File: src/include/timer_defs.svh
`ifndef TIMER_DEFS_SVH
`define TIMER_DEFS_SVH

// register byte offsets
`define OFS_CTRL0      8'h00
`define OFS_CTRL1      8'h04
`define OFS_CNT_LOW    8'h08
`define OFS_CNT_HIGH   8'h0C
`define OFS_CMPA_LOW   8'h10
`define OFS_CMPA_HIGH  8'h14
`define OFS_PIN_SHARE  8'h18

// reset values
`define CTRL0_RST      8'h00
`define CTRL1_RST      8'h00
`define CMPA_RST       10'h000
`define CNT_RST        10'h000
`define BUF_RST        8'h00

// field positions
`define SHARE_BIT      0
`define HIGH_BITS      1:0
`define LOW_BITS       7:0

// counter and comparator geometry
`define CNT_W          10
`define CNT_MAX        10'h3FF
`define PERIOD_LSB     7

// clock select codes
`define CKS_SYS_DIV4   3'h0
`define CKS_SYS        3'h1
`define CKS_H_DIV16    3'h2
`define CKS_H_DIV64    3'h3
`define CKS_TBC        3'h4
`define CKS_EXT_RISE   3'h6
`define CKS_EXT_FALL   3'h7

// prescaler terminal masks
`define PRE_W          10
`define PRE_DIV4       10'h003
`define PRE_DIV16      10'h00F
`define PRE_DIV64      10'h03F
`define PRE_TBC        10'h3FF

// capture edge select codes
`define CAP_RISE       2'h0
`define CAP_FALL       2'h1
`define CAP_BOTH       2'h2

// output action codes
`define OUT_LOW        2'h1
`define OUT_HIGH       2'h2
`define OUT_TOGGLE     2'h3
`define PWM_INACTIVE   2'h0
`define PWM_ACTIVE     2'h1
`define PWM_WAVE       2'h2
`define PWM_SINGLE     2'h3

`endif

File: src/include/timer_pkg.sv
package timer_pkg;

    typedef enum logic [1:0] {
        MODE_COMPARE = 2'h0,
        MODE_CAPTURE = 2'h1,
        MODE_PWM     = 2'h2,
        MODE_TIMER   = 2'h3
    } operating_mode_t;

    typedef struct packed {
        logic       pause;
        logic [2:0] counter_clock_select;
        logic       on;
        logic [2:0] period_compare_value;
    } timer_control_0_t;

    typedef struct packed {
        operating_mode_t operating_mode_field;
        logic            pin_function_select_hi;
        logic            pin_function_select_lo;
        logic            out_ctrl;
        logic            polarity;
        logic            duplex;
        logic            clear_select;
    } timer_control_1_t;

    typedef struct packed {
        logic rise;
        logic fall;
    } pin_edges_t;

    typedef enum logic [2:0] {
        PULSE_IDLE   = 3'b001,
        PULSE_ACTIVE = 3'b010,
        PULSE_DONE   = 3'b100
    } pulse_state_t;

endpackage : timer_pkg

File: src/hdl/count_clock_source.sv
`timescale 1ns/1ps
`include "timer_defs.svh"

module count_clock_source (
    input  wire logic                pclk,
    input  wire logic                presetn,
    input  wire logic [2:0]          clk_sel,
    input  wire logic                ext_count_clock_pin,
    input  wire logic                capture_input_pin,
    output logic                     count_tick,
    output timer_pkg::pin_edges_t    cap_edges
);

    // index 0: external count clock, index 1: capture input
    logic [1:0]        s1_q;
    logic [1:0]        s2_q;
    logic [1:0]        s3_q;
    logic [1:0]        lvl_q;
    logic [1:0]        lvl_d;
    logic [1:0]        stable;
    logic [1:0]        rise;
    logic [1:0]        fall;
    logic [`PRE_W-1:0] pre_q;
    logic              tick_d;
    logic              tick_q;
    timer_pkg::pin_edges_t edges_q;

    function automatic logic pre_at(input logic [`PRE_W-1:0] cnt,
                                    input logic [`PRE_W-1:0] mask);
        pre_at = (cnt & mask) == mask;
    endfunction : pre_at

    // an edge only counts once two late stages agree, filtering glitches
    assign stable = ~(s2_q ^ s3_q);
    assign lvl_d  = (stable & s3_q) | (~stable & lvl_q);
    assign rise   = stable & s3_q & ~lvl_q;
    assign fall   = stable & ~s3_q & lvl_q;

    always_comb begin
        case (clk_sel)
            `CKS_SYS_DIV4: tick_d = pre_at(pre_q, `PRE_DIV4);
            `CKS_SYS:      tick_d = 1'b1;
            `CKS_H_DIV16:  tick_d = pre_at(pre_q, `PRE_DIV16);
            `CKS_H_DIV64:  tick_d = pre_at(pre_q, `PRE_DIV64);
            `CKS_TBC:      tick_d = pre_at(pre_q, `PRE_TBC);
            `CKS_EXT_RISE: tick_d = rise[0];
            `CKS_EXT_FALL: tick_d = fall[0];
            default:       tick_d = 1'b0;
        endcase
    end

    always_ff @(posedge pclk or negedge presetn) begin
        if (!presetn) begin
            s1_q    <= 2'h0;
            s2_q    <= 2'h0;
            s3_q    <= 2'h0;
            lvl_q   <= 2'h0;
            pre_q   <= '0;
            tick_q  <= 1'b0;
            edges_q <= '0;
        end else begin
            s1_q    <= {capture_input_pin, ext_count_clock_pin};
            s2_q    <= s1_q;
            s3_q    <= s2_q;
            lvl_q   <= lvl_d;
            pre_q   <= pre_q + 1'b1;
            tick_q  <= tick_d;
            edges_q <= '{rise: rise[1], fall: fall[1]};
        end
    end

    assign count_tick = tick_q;
    assign cap_edges  = edges_q;

endmodule : count_clock_source

File: src/hdl/standard_timer.sv
//
// Function
// - one timer with ten-bit counter
// - match raises interrupt, may clear, drive pin
// - three-bit field selects counter clock
// - external pin clocks counter, chosen edge
// - external pin edges count events
// - separate interrupts for comparators A, P
// - capture on rise, fall or both
// - compare match sets, clears, toggles output
// - PWM uses same output pin
// - share bit routes output to pin
// - low bytes pass through 8-bit buffer
// - low write buffers, high write commits
// - high read latches low into buffer
// - four operating modes supported
// - PWM and single pulse, duty or period
// - count up, P top bits, A full
// - clock select codes as encoded
// - mode field codes as encoded
//
// Local design decisions: the APB interface to the registers and the address map.
`timescale 1ns/1ps
`include "timer_defs.svh"

module standard_timer (
    input  wire logic        pclk,
    input  wire logic        presetn,
    input  wire logic        psel,
    input  wire logic        penable,
    input  wire logic        pwrite,
    input  wire logic [7:0]  paddr,
    input  wire logic [31:0] pwdata,
    output logic      [31:0] prdata,
    output logic             pready,
    output logic             pslverr,
    input  wire logic        ext_count_clock_pin,
    input  wire logic        capture_input_pin,
    input  wire logic        other_function_out,
    output logic             timer_output_pin,
    output logic             compare_a_irq,
    output logic             compare_p_irq
);

    timer_pkg::timer_control_0_t ctrl0_q;
    timer_pkg::timer_control_1_t ctrl1_q;
    timer_pkg::pulse_state_t     pulse_q;
    timer_pkg::pulse_state_t     pulse_d;
    timer_pkg::pin_edges_t       cap_edges;
    timer_pkg::operating_mode_t  mode;

    logic [`CNT_W-1:0] cnt_q;
    logic [`CNT_W-1:0] cnt_d;
    logic [`CNT_W-1:0] cmpa_q;
    logic [`CNT_W-1:0] cmpa_d;
    logic [7:0]        buf_q;
    logic [7:0]        buf_d;
    logic              share_q;
    logic              on_last_q;
    logic              out_q;
    logic              out_d;
    logic              pin_q;
    logic              irq_a_q;
    logic              irq_p_q;
    logic [31:0]       prdata_q;
    logic [31:0]       rd_mux;
    logic              pready_q;
    logic              pslverr_q;
    logic              count_tick;

    function automatic logic addr_is(input logic [7:0] a,
                                     input logic [7:0] ofs);
        addr_is = a == ofs;
    endfunction : addr_is

    // count sits on a 128-tick boundary named by the period field
    function automatic logic on_boundary(input logic [`CNT_W-1:0] c,
                                         input logic [2:0]        p);
        on_boundary = (c[9:`PERIOD_LSB] == p)
                    && (c[`PERIOD_LSB-1:0] == 7'h00);
    endfunction : on_boundary

    // bus decode
    wire setup_ph  = psel & ~penable;
    wire access_ok = psel & penable & pready_q;
    wire wr        = access_ok & pwrite;
    wire rd_setup  = setup_ph & ~pwrite;

    wire hit_c0    = addr_is(paddr, `OFS_CTRL0);
    wire hit_c1    = addr_is(paddr, `OFS_CTRL1);
    wire hit_dl    = addr_is(paddr, `OFS_CNT_LOW);
    wire hit_dh    = addr_is(paddr, `OFS_CNT_HIGH);
    wire hit_al    = addr_is(paddr, `OFS_CMPA_LOW);
    wire hit_ah    = addr_is(paddr, `OFS_CMPA_HIGH);
    wire hit_sh    = addr_is(paddr, `OFS_PIN_SHARE);
    wire mapped    = hit_c0 | hit_c1 | hit_dl | hit_dh | hit_al
                   | hit_ah | hit_sh;

    wire wr_c0     = wr & hit_c0;
    wire wr_c1     = wr & hit_c1;
    wire wr_al     = wr & hit_al;
    wire wr_ah     = wr & hit_ah;
    wire wr_sh     = wr & hit_sh;

    count_clock_source u_clock_source (
        .pclk                (pclk),
        .presetn             (presetn),
        .clk_sel             (ctrl0_q.counter_clock_select),
        .ext_count_clock_pin (ext_count_clock_pin),
        .capture_input_pin   (capture_input_pin),
        .count_tick          (count_tick),
        .cap_edges           (cap_edges)
    );

    assign mode = ctrl1_q.operating_mode_field;

    wire [1:0] io_sel = {ctrl1_q.pin_function_select_hi,
                         ctrl1_q.pin_function_select_lo};
    wire       oc     = ctrl1_q.out_ctrl;
    wire [2:0] rp     = ctrl0_q.period_compare_value;

    // counter restarts from zero on the off-to-on transition and on a clearing match
    wire on_rise = ctrl0_q.on & ~on_last_q;
    wire run     = ctrl0_q.on & ~ctrl0_q.pause & count_tick;

    // P fires on the tick that carries the count onto rp*128, so the
    // period is rp*128 ticks; rp=0 wraps from the top, giving 1024
    wire [`CNT_W-1:0] cnt_nx = cnt_q + 10'h001;
    wire p_hit   = on_boundary(cnt_nx, rp);
    wire a_hit   = cnt_q == cmpa_q;

    wire is_cap  = mode == timer_pkg::MODE_CAPTURE;
    wire is_pwm  = mode == timer_pkg::MODE_PWM;
    wire match_p = run & p_hit;
    wire match_a = run & a_hit & ~is_cap;

    wire cap_sel = (io_sel == `CAP_RISE) ? cap_edges.rise
                 : (io_sel == `CAP_FALL) ? cap_edges.fall
                 : (io_sel == `CAP_BOTH) ? (cap_edges.rise
                                            | cap_edges.fall)
                 : 1'b0;
    wire cap_ev  = is_cap & ctrl0_q.on & cap_sel;

    // in PWM the duplex bit decides which comparator sets the period
    wire clr_on_a = is_pwm ? ctrl1_q.duplex
                  : (ctrl1_q.clear_select & ~is_cap);
    wire cnt_clr  = clr_on_a ? match_a : match_p;

    always_comb begin
        if (on_rise) begin
            cnt_d = `CNT_RST;
        end else if (run) begin
            cnt_d = cnt_clr ? `CNT_RST : cnt_nx;
        end else begin
            cnt_d = cnt_q;
        end
    end

    // capture has priority over a concurrent software commit
    always_comb begin
        if (cap_ev) begin
            cmpa_d = cnt_q;
        end else if (wr_ah) begin
            cmpa_d = {pwdata[`HIGH_BITS], buf_q};
        end else begin
            cmpa_d = cmpa_q;
        end
    end

    // bus access to a low byte only ever moves through the shared buffer; capture loads all of A directly
    always_comb begin
        if (wr_al) begin
            buf_d = pwdata[`LOW_BITS];
        end else if (rd_setup & hit_dh) begin
            buf_d = cnt_q[`LOW_BITS];
        end else if (rd_setup & hit_ah) begin
            buf_d = cmpa_q[`LOW_BITS];
        end else begin
            buf_d = buf_q;
        end
    end

    always_comb begin
        rd_mux = 32'h0000_0000;
        if (hit_c0) begin
            rd_mux[7:0] = ctrl0_q;
        end else if (hit_c1) begin
            rd_mux[7:0] = ctrl1_q;
        end else if (hit_dl | hit_al) begin
            rd_mux[7:0] = buf_q;
        end else if (hit_dh) begin
            rd_mux[`HIGH_BITS] = cnt_q[9:8];
        end else if (hit_ah) begin
            rd_mux[`HIGH_BITS] = cmpa_q[9:8];
        end else if (hit_sh) begin
            rd_mux[`SHARE_BIT] = share_q;
        end
    end

    // duty window: period by P and duty by A, or swapped with duplex
    wire [`CNT_W-1:0] p_edge  = {rp, 7'h00};
    wire              in_duty = ctrl1_q.duplex ? (cnt_q < p_edge)
                                               : (cnt_q < cmpa_q);

    // a finished pulse re-arms only while single pulse is still chosen
    wire pulse_arm = on_rise & is_pwm & (io_sel == `PWM_SINGLE);

    always_comb begin
        pulse_d = pulse_q;
        case (pulse_q)
            timer_pkg::PULSE_IDLE: begin
                if (pulse_arm) begin
                    pulse_d = timer_pkg::PULSE_ACTIVE;
                end
            end
            timer_pkg::PULSE_ACTIVE: begin
                if (match_a | ~ctrl0_q.on) begin
                    pulse_d = timer_pkg::PULSE_DONE;
                end
            end
            timer_pkg::PULSE_DONE: begin
                if (pulse_arm) begin
                    pulse_d = timer_pkg::PULSE_ACTIVE;
                end
            end
            default: pulse_d = timer_pkg::PULSE_IDLE;
        endcase
    end

    // output level before polarity; active level follows out_ctrl
    always_comb begin
        out_d = out_q;
        case (mode)
            timer_pkg::MODE_COMPARE: begin
                if (on_rise) begin
                    out_d = oc;
                end else if (match_a) begin
                    case (io_sel)
                        `OUT_LOW:    out_d = 1'b0;
                        `OUT_HIGH:   out_d = 1'b1;
                        `OUT_TOGGLE: out_d = ~out_q;
                        default:     out_d = out_q;
                    endcase
                end
            end
            timer_pkg::MODE_PWM: begin
                case (io_sel)
                    `PWM_INACTIVE: out_d = ~oc;
                    `PWM_ACTIVE:   out_d = oc;
                    `PWM_WAVE:     out_d = ctrl0_q.on & in_duty
                                           ? oc : ~oc;
                    `PWM_SINGLE:   out_d = (pulse_d ==
                                            timer_pkg::PULSE_ACTIVE)
                                           ? oc : ~oc;
                    default:       out_d = out_q;
                endcase
            end
            // capture and timer modes leave the level untouched
            default: out_d = out_q;
        endcase
    end

    wire pin_d = share_q ? (out_q ^ ctrl1_q.polarity)
                         : other_function_out;

    always_ff @(posedge pclk or negedge presetn) begin
        if (!presetn) begin
            ctrl0_q <= timer_pkg::timer_control_0_t'(`CTRL0_RST);
        end else if (wr_c0) begin
            ctrl0_q <= timer_pkg::timer_control_0_t'(pwdata[7:0]);
        end
    end

    always_ff @(posedge pclk or negedge presetn) begin
        if (!presetn) begin
            ctrl1_q <= timer_pkg::timer_control_1_t'(`CTRL1_RST);
        end else if (wr_c1) begin
            ctrl1_q <= timer_pkg::timer_control_1_t'(pwdata[7:0]);
        end
    end

    always_ff @(posedge pclk or negedge presetn) begin
        if (!presetn) begin
            share_q <= 1'b0;
        end else if (wr_sh) begin
            share_q <= pwdata[`SHARE_BIT];
        end
    end

    always_ff @(posedge pclk or negedge presetn) begin
        if (!presetn) begin
            cnt_q     <= `CNT_RST;
            cmpa_q    <= `CMPA_RST;
            buf_q     <= `BUF_RST;
            on_last_q <= 1'b0;
            pulse_q   <= timer_pkg::PULSE_IDLE;
        end else begin
            cnt_q     <= cnt_d;
            cmpa_q    <= cmpa_d;
            buf_q     <= buf_d;
            on_last_q <= ctrl0_q.on;
            pulse_q   <= pulse_d;
        end
    end

    // capture shares the A interrupt line, as it shares the A register
    always_ff @(posedge pclk or negedge presetn) begin
        if (!presetn) begin
            out_q   <= 1'b0;
            pin_q   <= 1'b0;
            irq_a_q <= 1'b0;
            irq_p_q <= 1'b0;
        end else begin
            out_q   <= out_d;
            pin_q   <= pin_d;
            irq_a_q <= match_a | cap_ev;
            irq_p_q <= match_p;
        end
    end

    // one wait-free access phase; read effects land in setup, once
    always_ff @(posedge pclk or negedge presetn) begin
        if (!presetn) begin
            prdata_q  <= 32'h0000_0000;
            pready_q  <= 1'b0;
            pslverr_q <= 1'b0;
        end else begin
            pready_q  <= setup_ph;
            pslverr_q <= setup_ph & ~mapped;
            if (rd_setup) begin
                prdata_q <= rd_mux;
            end
        end
    end

    assign prdata           = prdata_q;
    assign pready           = pready_q;
    assign pslverr          = pslverr_q;
    assign timer_output_pin = pin_q;
    assign compare_a_irq    = irq_a_q;
    assign compare_p_irq    = irq_p_q;

endmodule : standard_timer

File: config.mk
export PLATFORM = sky130hd
export DESIGN_NAME = standard_timer
export DESIGN_NICKNAME = d
export VERILOG_FILES = /design/src/include/timer_pkg.sv /design/src/hdl/count_clock_source.sv /design/src/hdl/standard_timer.sv
export VERILOG_INCLUDE_DIRS = /design/src /design/src/include
export SDC_FILE = /design/constraint.sdc
export NUM_CORES = 1
export LEC_CHECK = 0
export ABC_CLOCK_PERIOD_IN_PS = 4600
export BUFFER_PORTS_ARGS = -buffer_cell sky130_fd_sc_hd__buf_2
export CAP_MARGIN = 20
export CORE_MARGIN = 8
export CORE_UTILIZATION = 45
export CTS_CLUSTER_SIZE = 40
export DETAILED_ROUTE_END_ITERATION = 10
export PLACE_DENSITY = 0.69
export SYNTH_ARGS = -nofsm -noshare
export SYNTH_HDL_FRONTEND = slang
export SYNTH_SLANG_ARGS = --single-unit
export TNS_END_PERCENT = 50
File: constraint.sdc
create_clock -name pclk -period 4.6 [get_ports pclk]
set_input_delay 0.92 -clock pclk [delete_from_list [all_inputs] [get_ports pclk]]
set_output_delay 0.92 -clock pclk [all_outputs]
set_load 0.005 [all_outputs]
---- Word-level counts from Yosys, hierarchy flattened ----
Cells that the tools add are included.
word-level totals
  word-level logic and storage cells ...... 167
  input port bits ......................... 48
  output and inout port bits .............. 37
  bits in registers ....................... 84
cells by class
  magnitude comparators ................... 2
  mux-type cells .......................... 34
  reduce and logical (&&, ||, !) cells .... 12
  equal/unequal tests ..................... 29
  bitwise gates (word level) .............. 56
  add/sub/neg operators ................... 2
operator list
  operator                                        count
  two-way mux 10 bit                              5
  two-way mux 8 bit                               5
  bitwise AND 1 bit                               25
  == test 8 x 5 -> 1 bit (second input constant)  3
  adder 10 x 1 -> 10 bit (second input constant)  2
  < comparator 10 bit                             2
  == test 8 x 4 -> 1 bit (second input constant)  2
  two-way mux 1 bit                               14
  == test 3 x 2 -> 1 bit (second input constant)  4
  == test 3 bit (second input constant)           4
  bitwise AND 2 bit                               5
  == test 10 bit                                  1
  == test 10 bit (second input constant)          1
  bitwise OR 1 bit                                10
  inverter 1 bit                                  9
  == test 2 bit (second input constant)           4
  == test 8 x 3 -> 1 bit (second input constant)  1
  zero test 8 bit                                 1
  inverter 2 bit                                  4
  zero test 7 bit                                 1
  case mux 1 bit (7 select lines)                 1
  == test 3 x 1 -> 1 bit (second input constant)  2
  == test 6 bit (second input constant)           1
  two-way mux 3 bit                               2
  other kinds (21)                                26

---- Logic depth before layout (Yosys ltp) ----
Gate-level depths: netlist of the first run.
  depth after elaboration ................. 12
  mapped depth ............................ 9
  mapped depth without buffers ............ 8

---- By module ----
A second synthesis of the first run with hierarchy kept.
unflattened totals
  cell total of the unflattened synthesis .. 485
  area total of the unflattened synthesis .. 4768.3 sq um
modules (own cells, without submodules)
  module              sequential area each (sq um)  area each (sq um)  times used  cells each
  standard_timer      1577.8                        3920.0             1           418
  count_clock_source  525.5                         848.3              1           67

---- Worst setup path after synthesis of the first run ----
OpenSTA, ideal clock, no wires.
  kind .................................... input to register
  start point ............................. input paddr[1]
  end point ............................... register ctrl0_q[3] (netlist bit)
  stages .................................. 6
  setup time .............................. 0.125 ns
  path slack .............................. 2.074 ns
  required time ........................... 4.475 ns
  arrival ................................. 2.401 ns
  path buffers ............................ 1
  cells stage by stage .................... nor4_1 -> nand2b_1 -> nor4_4 -> and2_1 -> buf_2 -> mux2_2
between the ends
  cells in the longest elaborated chain, start to end .. 2
RTL lines
  element               line                   text
  from (decl)           standard_timer.sv:32   input wire logic [7:0] paddr,
  zero test 8 bit       standard_timer.sv:73   addr_is = a == ofs;
  bitwise AND 1 bit     standard_timer.sv:99   wire wr_c0 = wr & hit_c0;
  to (signal assigned)  standard_timer.sv:268  ctrl0_q <= timer_pkg::timer_control_0_t'(`CTRL0_RST);
  to (signal assigned)  standard_timer.sv:270  ctrl0_q <= timer_pkg::timer_control_0_t'(pwdata[7:0]);
  to (decl)             standard_timer.sv:45   timer_pkg::timer_control_0_t ctrl0_q;
No other way between the ends.
A chain may end at the register's enable or synchronous reset.

---- Final worst setup path of the first run ----
Same ends and word-level chain as after synthesis.

==> run summary, run 1 <==
status = finished, final reports clean
n_diodes = 0
Setup Skew = 0.01154 ns
Fmax = 355.4 MHz
synth warn = 0
Setup TNS Final = 0 ns
Synth top area share = 42.74%
prevailing post-synth register cell = dfrtp_1
Peak VDD IR = 286.8 uV
max cap viols = 0
total track usage = 15.50%
FFs w/ async S/R, synth = 100.0%
largest net degree at the start of global routing = 85
slowest stage cell, crit path = and2_1
leading cell type in the layout, fill and taps excluded = dfrtp_1
FILL cells = 1,000
clock buffer depth = 2
max incr delay on CP = 0.53 ns
Clk Latency, worst-skew pair = 0.36 ns
post-route cell area = 5220 um^2
core area = 10,700 um^2
endpoints failing setup = 0
Mean Syn Cell Area = 9.857 um^2
worst slew pin tran = 0.8021 ns
die area = 14,380 um^2
CTS resizes = 0
nets@finish = 585
critical path class = input pin to register
number of core rows = 38
Final WS setup = 1.786 ns
Sink Count = 84
hold_buf cts = 0
drt pass-1 iters = 5
Die Wd = 119.9 um
root buffer cell = clkbuf_8
starting density of the core = 45.43%
residual DRC count = 0
commonest non-fill, non-tap cells in the layout = dfrtp_1, nand2_1, buf_2
PortBufs = 36
Post-synth EDFFs = 0
Post-Route WL = 11,080 um
post-CTS setup buffers = 0
post-route ant nets = 0
Area Growth Syn to Fin = 7.415%
CP Data Required Time = 4.85 ns
CP Launch Type = input pin
initial antenna violation count = 0
Pwr Density = 262.7 nW/um^2
Detailed Place HPWL = 8056 um
max_slew headroom = 46.38%
first-pass GRT wire length = 18,000 um
Final Hold Viols = 0
Placed Area = 5007 um^2
CP cell instances = buf_2, nor4_1, nand2b_1, nor4_4, and2_1, mux2_2
Leak = 2.587 nW
Seq/Total Area, Yosys = 43.28%
Synth Instances = 493
I/O pin total = 85
min cycle time layout = 2.814 ns
Synth Register Bits = 84
Final Max Tran Viols = 0
hold crit path type = register to register
gr ovfl total = 0
worst slack, placed = 1.418 ns
synth top area cells = dfrtp_1, buf_4, ha_1, mux2_2, nand2_1
htree depth = 3
RSZ-0062 raised after global routing = false
routed len/inst = 16.71 um
critical path arrival = 3.06 ns
Worst setup EP type = register
total power = 1.371 mW
vias in the first global route = 3,462
synthesized area = 4860 um^2
synth unique cells = 67
Reg clk slew, reported paths = 0.09 ns
die height = 119.9 um
DRT iter0 DRCs = 375
total CTS buffers = 9
gpl congestion = 0.8611
vias per inst = 5.615
via count = 3,723
fin crit share = 61.17%
TritonCTS clock tree = built
fraction of layout cells with a size suffix above 1 = 17.59%
crit path max fanout = 10
dominant cell type by area after synthesis = dfrtp_1
==> worst paths after layout <==
path                                   startpoint                endpoint  slack, ns  cells past startpoint
hold reg to reg            u_clock_source.s1_q[1]  u_clock_source.s2_q[1]       0.35                      0
setup reg to reg                         cnt_q[8]                cnt_q[8]       1.94                      6
hold / removal             u_clock_source.s1_q[1]  u_clock_source.s2_q[1]       0.35                      0
min in group asynchronous                 presetn                cnt_q[4]       0.39                      1
setup / recovery                         paddr[1]              ctrl0_q[3]       1.79                      6
max in group asynchronous                 presetn              pulse_q[0]       3.57                      2
==> critical path, delay by kind of cell <==
kind                   cells  cell delay [ns]
and+or+nand+nor            4             1.65
muxes                      1             0.39
buffers and inverters      1             0.09
==> per-stage QoR <==
stage,hold WS (ns),util (%),std cells
6_report,0.3542,48.80,663
5_1_grt,0.3605,48.80,663
3_5_place_dp,0.3373,46.81,646
4_1_cts,0.3594,48.54,662
3_3_place_gp,0.3354,46.81,646
2_1_floorplan,0.3312,-,516
==> sequential cells by signal (all words and copies together) (netlist names), 2 cells and up, named ones only <==
register and cells:
u_clock_source.s1_q 2, cmpa_q 10, rp 3, u_clock_source.cap_edges 2, mode 2, ctrl1_q 5, pulse_q 3, ctrl0_q 5
u_clock_source.s3_q 2, cnt_q 10, u_clock_source.pre_q 10, buf_q 8, u_clock_source.s2_q 2, prdata 8
==> logic make-up after synthesis <==
logic type,synth area share [%]
fa+ha+maj,4.892
xor+xnor,2.523
mux,7.647
simple gates,17.84
flops,43.28
compound gates,14.78
buf+inv,8.960
other cells,0.07717
==> per-layer routing <==
layer	wire length, um	track usage [%]	vias to the layer above	part of all wire (%)
met5	0	0	-	0
met4	212	5.230	0	1.9
met3	716	3.852	19	6.5
met1	4882	19.76	1828	44
met2	5264	25.22	112	48
li1	-	-	1764	-
==> layout make-up <==
cell class	count	area [um^2]	share of cell area [%]
Multi-Input combinational cell	351	2407	46.12
Sequential cell	84	2103	40.29
Timing Repair Buffer	39	225.2	4.314
Tap cell	140	175.2	3.356
Clock buffer	10	137.6	2.637
Inverter	33	123.9	2.373
Clock inverter	6	47.55	0.9108
==> power by group <==
part	switching, mW	internal (mW)	total [mW]
Clock	0.285	0.217	0.502
Combinational	0.0561	0.0364	0.0926
Sequential	0.0152	0.762	0.777
==> Yosys cell counts, types with 8 or more instances <==
master and count:
nand3_1 11, mux2i_1 18, ha_1 19, xnor2_1 9, nand2_1 50, dfrtp_1 83
mux2_2 17, inv_1 33, o21ai_0 24, o221ai_1 9, nor2b_1 9, a21oi_1 23
buf_4 33, clkbuf_1 8, nor2_1 31
Note: power is estimated with default switching activity, not from simulation.
==> run 2: changes to the inputs <==
--- a/config.mk
+++ b/config.mk
@@ -6,7 +6,8 @@
 export SDC_FILE = /design/constraint.sdc
 export NUM_CORES = 1
 export LEC_CHECK = 0
-export ABC_CLOCK_PERIOD_IN_PS = 4600
+export ABC_AREA = 1
+export ABC_CLOCK_PERIOD_IN_PS = 2590
 export BUFFER_PORTS_ARGS = -buffer_cell sky130_fd_sc_hd__buf_2
 export CAP_MARGIN = 20
 export CORE_MARGIN = 8
==> constraint.sdc (replaced) <==
create_clock -name pclk -period 2.59 [get_ports pclk]
set_input_delay 0.518 -clock pclk [delete_from_list [all_inputs] [get_ports pclk]]
set_output_delay 0.518 -clock pclk [all_outputs]
set_load 0.005 [all_outputs]
==> run 2 against run 1 <==
Net effect: synthesized cell count up 22%; utilization grew 2.7 points; first-iteration DRC count rose by 3.7%; hold slack got worse by 0.26 ns; clock power increased by 120%; power is 93% higher; area after synthesis shrank 1.6%; register-to-register slack lost 1.4 ns; clock skew grew 0.0012 ns; largest cell class unchanged; largest power group unchanged.
==> run summary, run 2 <==
gpl congestion = 0.9005 (+4.6%)
reg2reg end = cnt_q[2]
post-route ant nets = 0 (unchanged)
CTS resizes = 0 (unchanged)
Mean Syn Cell Area = 7.955 um^2 (-19%)
max cap viols = 0 (unchanged)
leading cell type in the layout, fill and taps excluded = nand2_1
Reg clk slew, reported paths = 0.09 ns (about the same)
Post-synth EDFFs = 0 (unchanged)
register area = 2103 um^2 (unchanged)
post-synthesis xor/xnor area fraction = 2.696% (+0.17 points)
drt pass-1 iters = 5 (unchanged)
initial antenna violation count = 0 (unchanged)
prevailing post-synth register cell = dfrtp_1
total track usage = 16.49% (+0.99 points)
nets@finish = 715 (+22%)
reg2reg start = cnt_q[0]
Synth Register Bits = 84 (unchanged)
multi-input logic area = 2190 um^2 (-9.0%)
post-CTS setup buffers = 0 (unchanged)
root buffer cell = clkbuf_8
Compound-Gate Fraction of Synth Area = 12.09% (-2.7 points)
critical path arrival = 2.33 ns (-0.73 ns)
top cells by count, synth = nand2_1, inv_1, dfrtp_1, o21ai_0, nor2_1
status = finished, final reports clean
Setup Skew = 0.01276 ns (+0.001222 ns)
Setup TNS Final = 0 ns (unchanged)
Post-Synth Adder-Cell Area = 4.973% (+0.081 points)
Worst setup EP type = register
n_diodes = 0 (unchanged)
CP Data Required Time = 2.85 ns (-2.00 ns)
die height = 119.1 um (-0.70%)
Sink Count = 84 (unchanged)
Synth Instances = 601 (+22%)
Final Max Tran Viols = 0 (unchanged)
die area = 14,180 um^2 (-1.4%)
commonest non-fill, non-tap cells in the layout = nand2_1, inv_1, dfrtp_1
hold crit path type = input pin to asynchronous set/reset pin
first-pass GRT wire length = 19,020 um (+5.7%)
max_slew headroom = 49.08% (+2.7 points)
vias per inst = 5.120 (-8.8%)
PortBufs = 36 (unchanged)
total power = 2.641 mW (+93%)
CP Launch Type = register
synth unique cells = 41 (-39%)
Leak = 2.760 nW (+6.7%)
hold_buf cts = 0 (unchanged)
fin crit share = 80.10%
Worst Reg2Reg Path Length in Cells = 12 (+6)
setup slack, reg-to-reg = 0.52 ns (-1.42 ns)
Detailed Place HPWL = 8723 um (+8.3%)
endpoints failing setup = 0 (unchanged)
vias in the first global route = 3,829 (+11%)
worst slew pin tran = 0.7610 ns (-0.04113 ns)
Fmax = 482.0 MHz
residual DRC count = 0 (unchanged)
fraction of layout cells with a size suffix above 1 = 13.17% (-4.4 points)
synthesized area = 4781 um^2 (-1.6%)
routed len/inst = 14.46 um (-13%)
core area = 10,320 um^2 (-3.5%)
TritonCTS clock tree = built
number of core rows = 37 (-2.6%)
Area Growth Syn to Fin = 11.23%
Post-Route WL = 11,410 um (+3.0%)
I/O pin total = 85 (unchanged)
clock buffer depth = 2 (unchanged)
critical path class = register to register
FILL cells = 1,022 (+2.2%)
min cycle time layout = 2.074 ns
Die Wd = 119.1 um (-0.70%)
DRT iter0 DRCs = 389 (+3.7%)
dominant cell type by area after synthesis = dfrtp_1
total CTS buffers = 9 (unchanged)
Pwr Density = 496.7 nW/um^2 (+89%)
largest net degree at the start of global routing = 50 (-41%)
RSZ-0062 raised after global routing = false
via count = 4,040 (+8.5%)
Final Hold Viols = 0 (unchanged)
Seq/Total Area, Yosys = 43.99% (+0.71 points)
most common cell in the synthesized netlist = nand2_1
FFs w/ async S/R, synth = 100.0% (unchanged)
Peak VDD IR = 275.5 uV (-3.9%)
crit path max fanout = 10 (unchanged)
largest family of logic cells by synthesized area = simple AND/OR/NAND/NOR gates
starting density of the core = 46.31% (+0.88 points)
htree depth = 3 (unchanged)
Hold WS = 0.09538 ns (-0.2589 ns)
synth warn = 0 (unchanged)
Synth top area share = 43.44% (+0.70 points)
gr ovfl total = 0 (unchanged)
mux contribution to synthesized area = 0.6281% (-7.0 points)
Simple-Gate Fraction of Synth Area = 23.53% (+5.7 points)
Clk Latency, worst-skew pair = 0.37 ns (about the same)
Largest regs = cmpa_q (10), cnt_q (10), u_clock_source.pre_q (10)
synth top area cells = dfrtp_1, nand2_1, inv_1, o21ai_0, ha_1
-- run 2: cell types whose count changed in the layout (fill, tap and decap cells not counted), sizes merged, moves of 6 or more --
cell,change
nand2,+99
inv,+65
o21ai,+38
nand3,+19
mux2,-17
mux2i,-15
nor2,+15
nor2b,-10
a21oi,-9
a21o,-6
a222oi,-6
nand2b,-6
o22ai,+6
-- run 2: logic make-up after synthesis --
group,Yosys count
AO/OA/AOI/OAI,102
XOR/XNOR,11
adder cells (fa/ha/maj),19
buffers and inverters,129
flip-flops,84
multiplexers,3
other,1
AND/OR/NAND/NOR,252
-- run 2: how the worst max path moves through the flow --
stage | startpoint | endpoint | slack, ns
global route | cnt_q[0] | cnt_q[3] | 0.34
global placement | cnt_q[9] | cnt_q[3] | 0.56
detailed placement | paddr[7] | ctrl0_q[5] | 0.51
floorplan | cnt_q[9] | cnt_q[9] | 0.78
finish | cnt_q[0] | cnt_q[2] | 0.52
CTS | cnt_q[0] | cnt_q[2] | 0.50
-- run 2: per-layer routing --
metal  global-route usage, %  wire length, um
met2                   25.18             5034
met5                       0                0
met1                   22.11             5193
met3                   4.157              986
met4                   6.087              191
-- run 2: worst max-delay path, cell delays in order (launching register included) --
cell and delay, ns:
dfrtp_1 0.53, ha_1 0.28, nand3_2 0.12, nor2_4 0.16, inv_2 0.05, nand2_2 0.07
inv_2 0.04, nor2_2 0.09, nand4_1 0.10, nor2_2 0.17, nand4_4 0.18, nand3_1 0.12
nand2_1 0.06
-- run 2: layout make-up --
class                           instances  area share [%]
Clock buffer                           10           2.588
Clock inverter                          6           1.765
Inverter                               98           6.918
Multi-Input combinational cell        411           41.18
Sequential cell                        84           39.55
Tap cell                              136           3.200
Timing Repair Buffer                   44           4.800
-- run 2: metrics by stage --
step           cell area [um^2]  worst slack [ns]  util [%]  cells
3_3_place_gp               5086            0.5617     49.27    773
4_1_cts                    5318            0.5049     51.51    789
6_report                   5318            0.5155     51.51    789
5_1_grt                    5318            0.3352     51.51    789
2_1_floorplan              4867            0.7760         -    624
3_5_place_dp               5086            0.5058     49.27    773
-- run 2: power by group --
group	internal, mW	leakage (nW)	switching [mW]
clock network	0.578	0.113	0.511
logic	0.0653	1.59	0.104
registers	1.35	1.06	0.0297
total	2.00	2.76	0.645
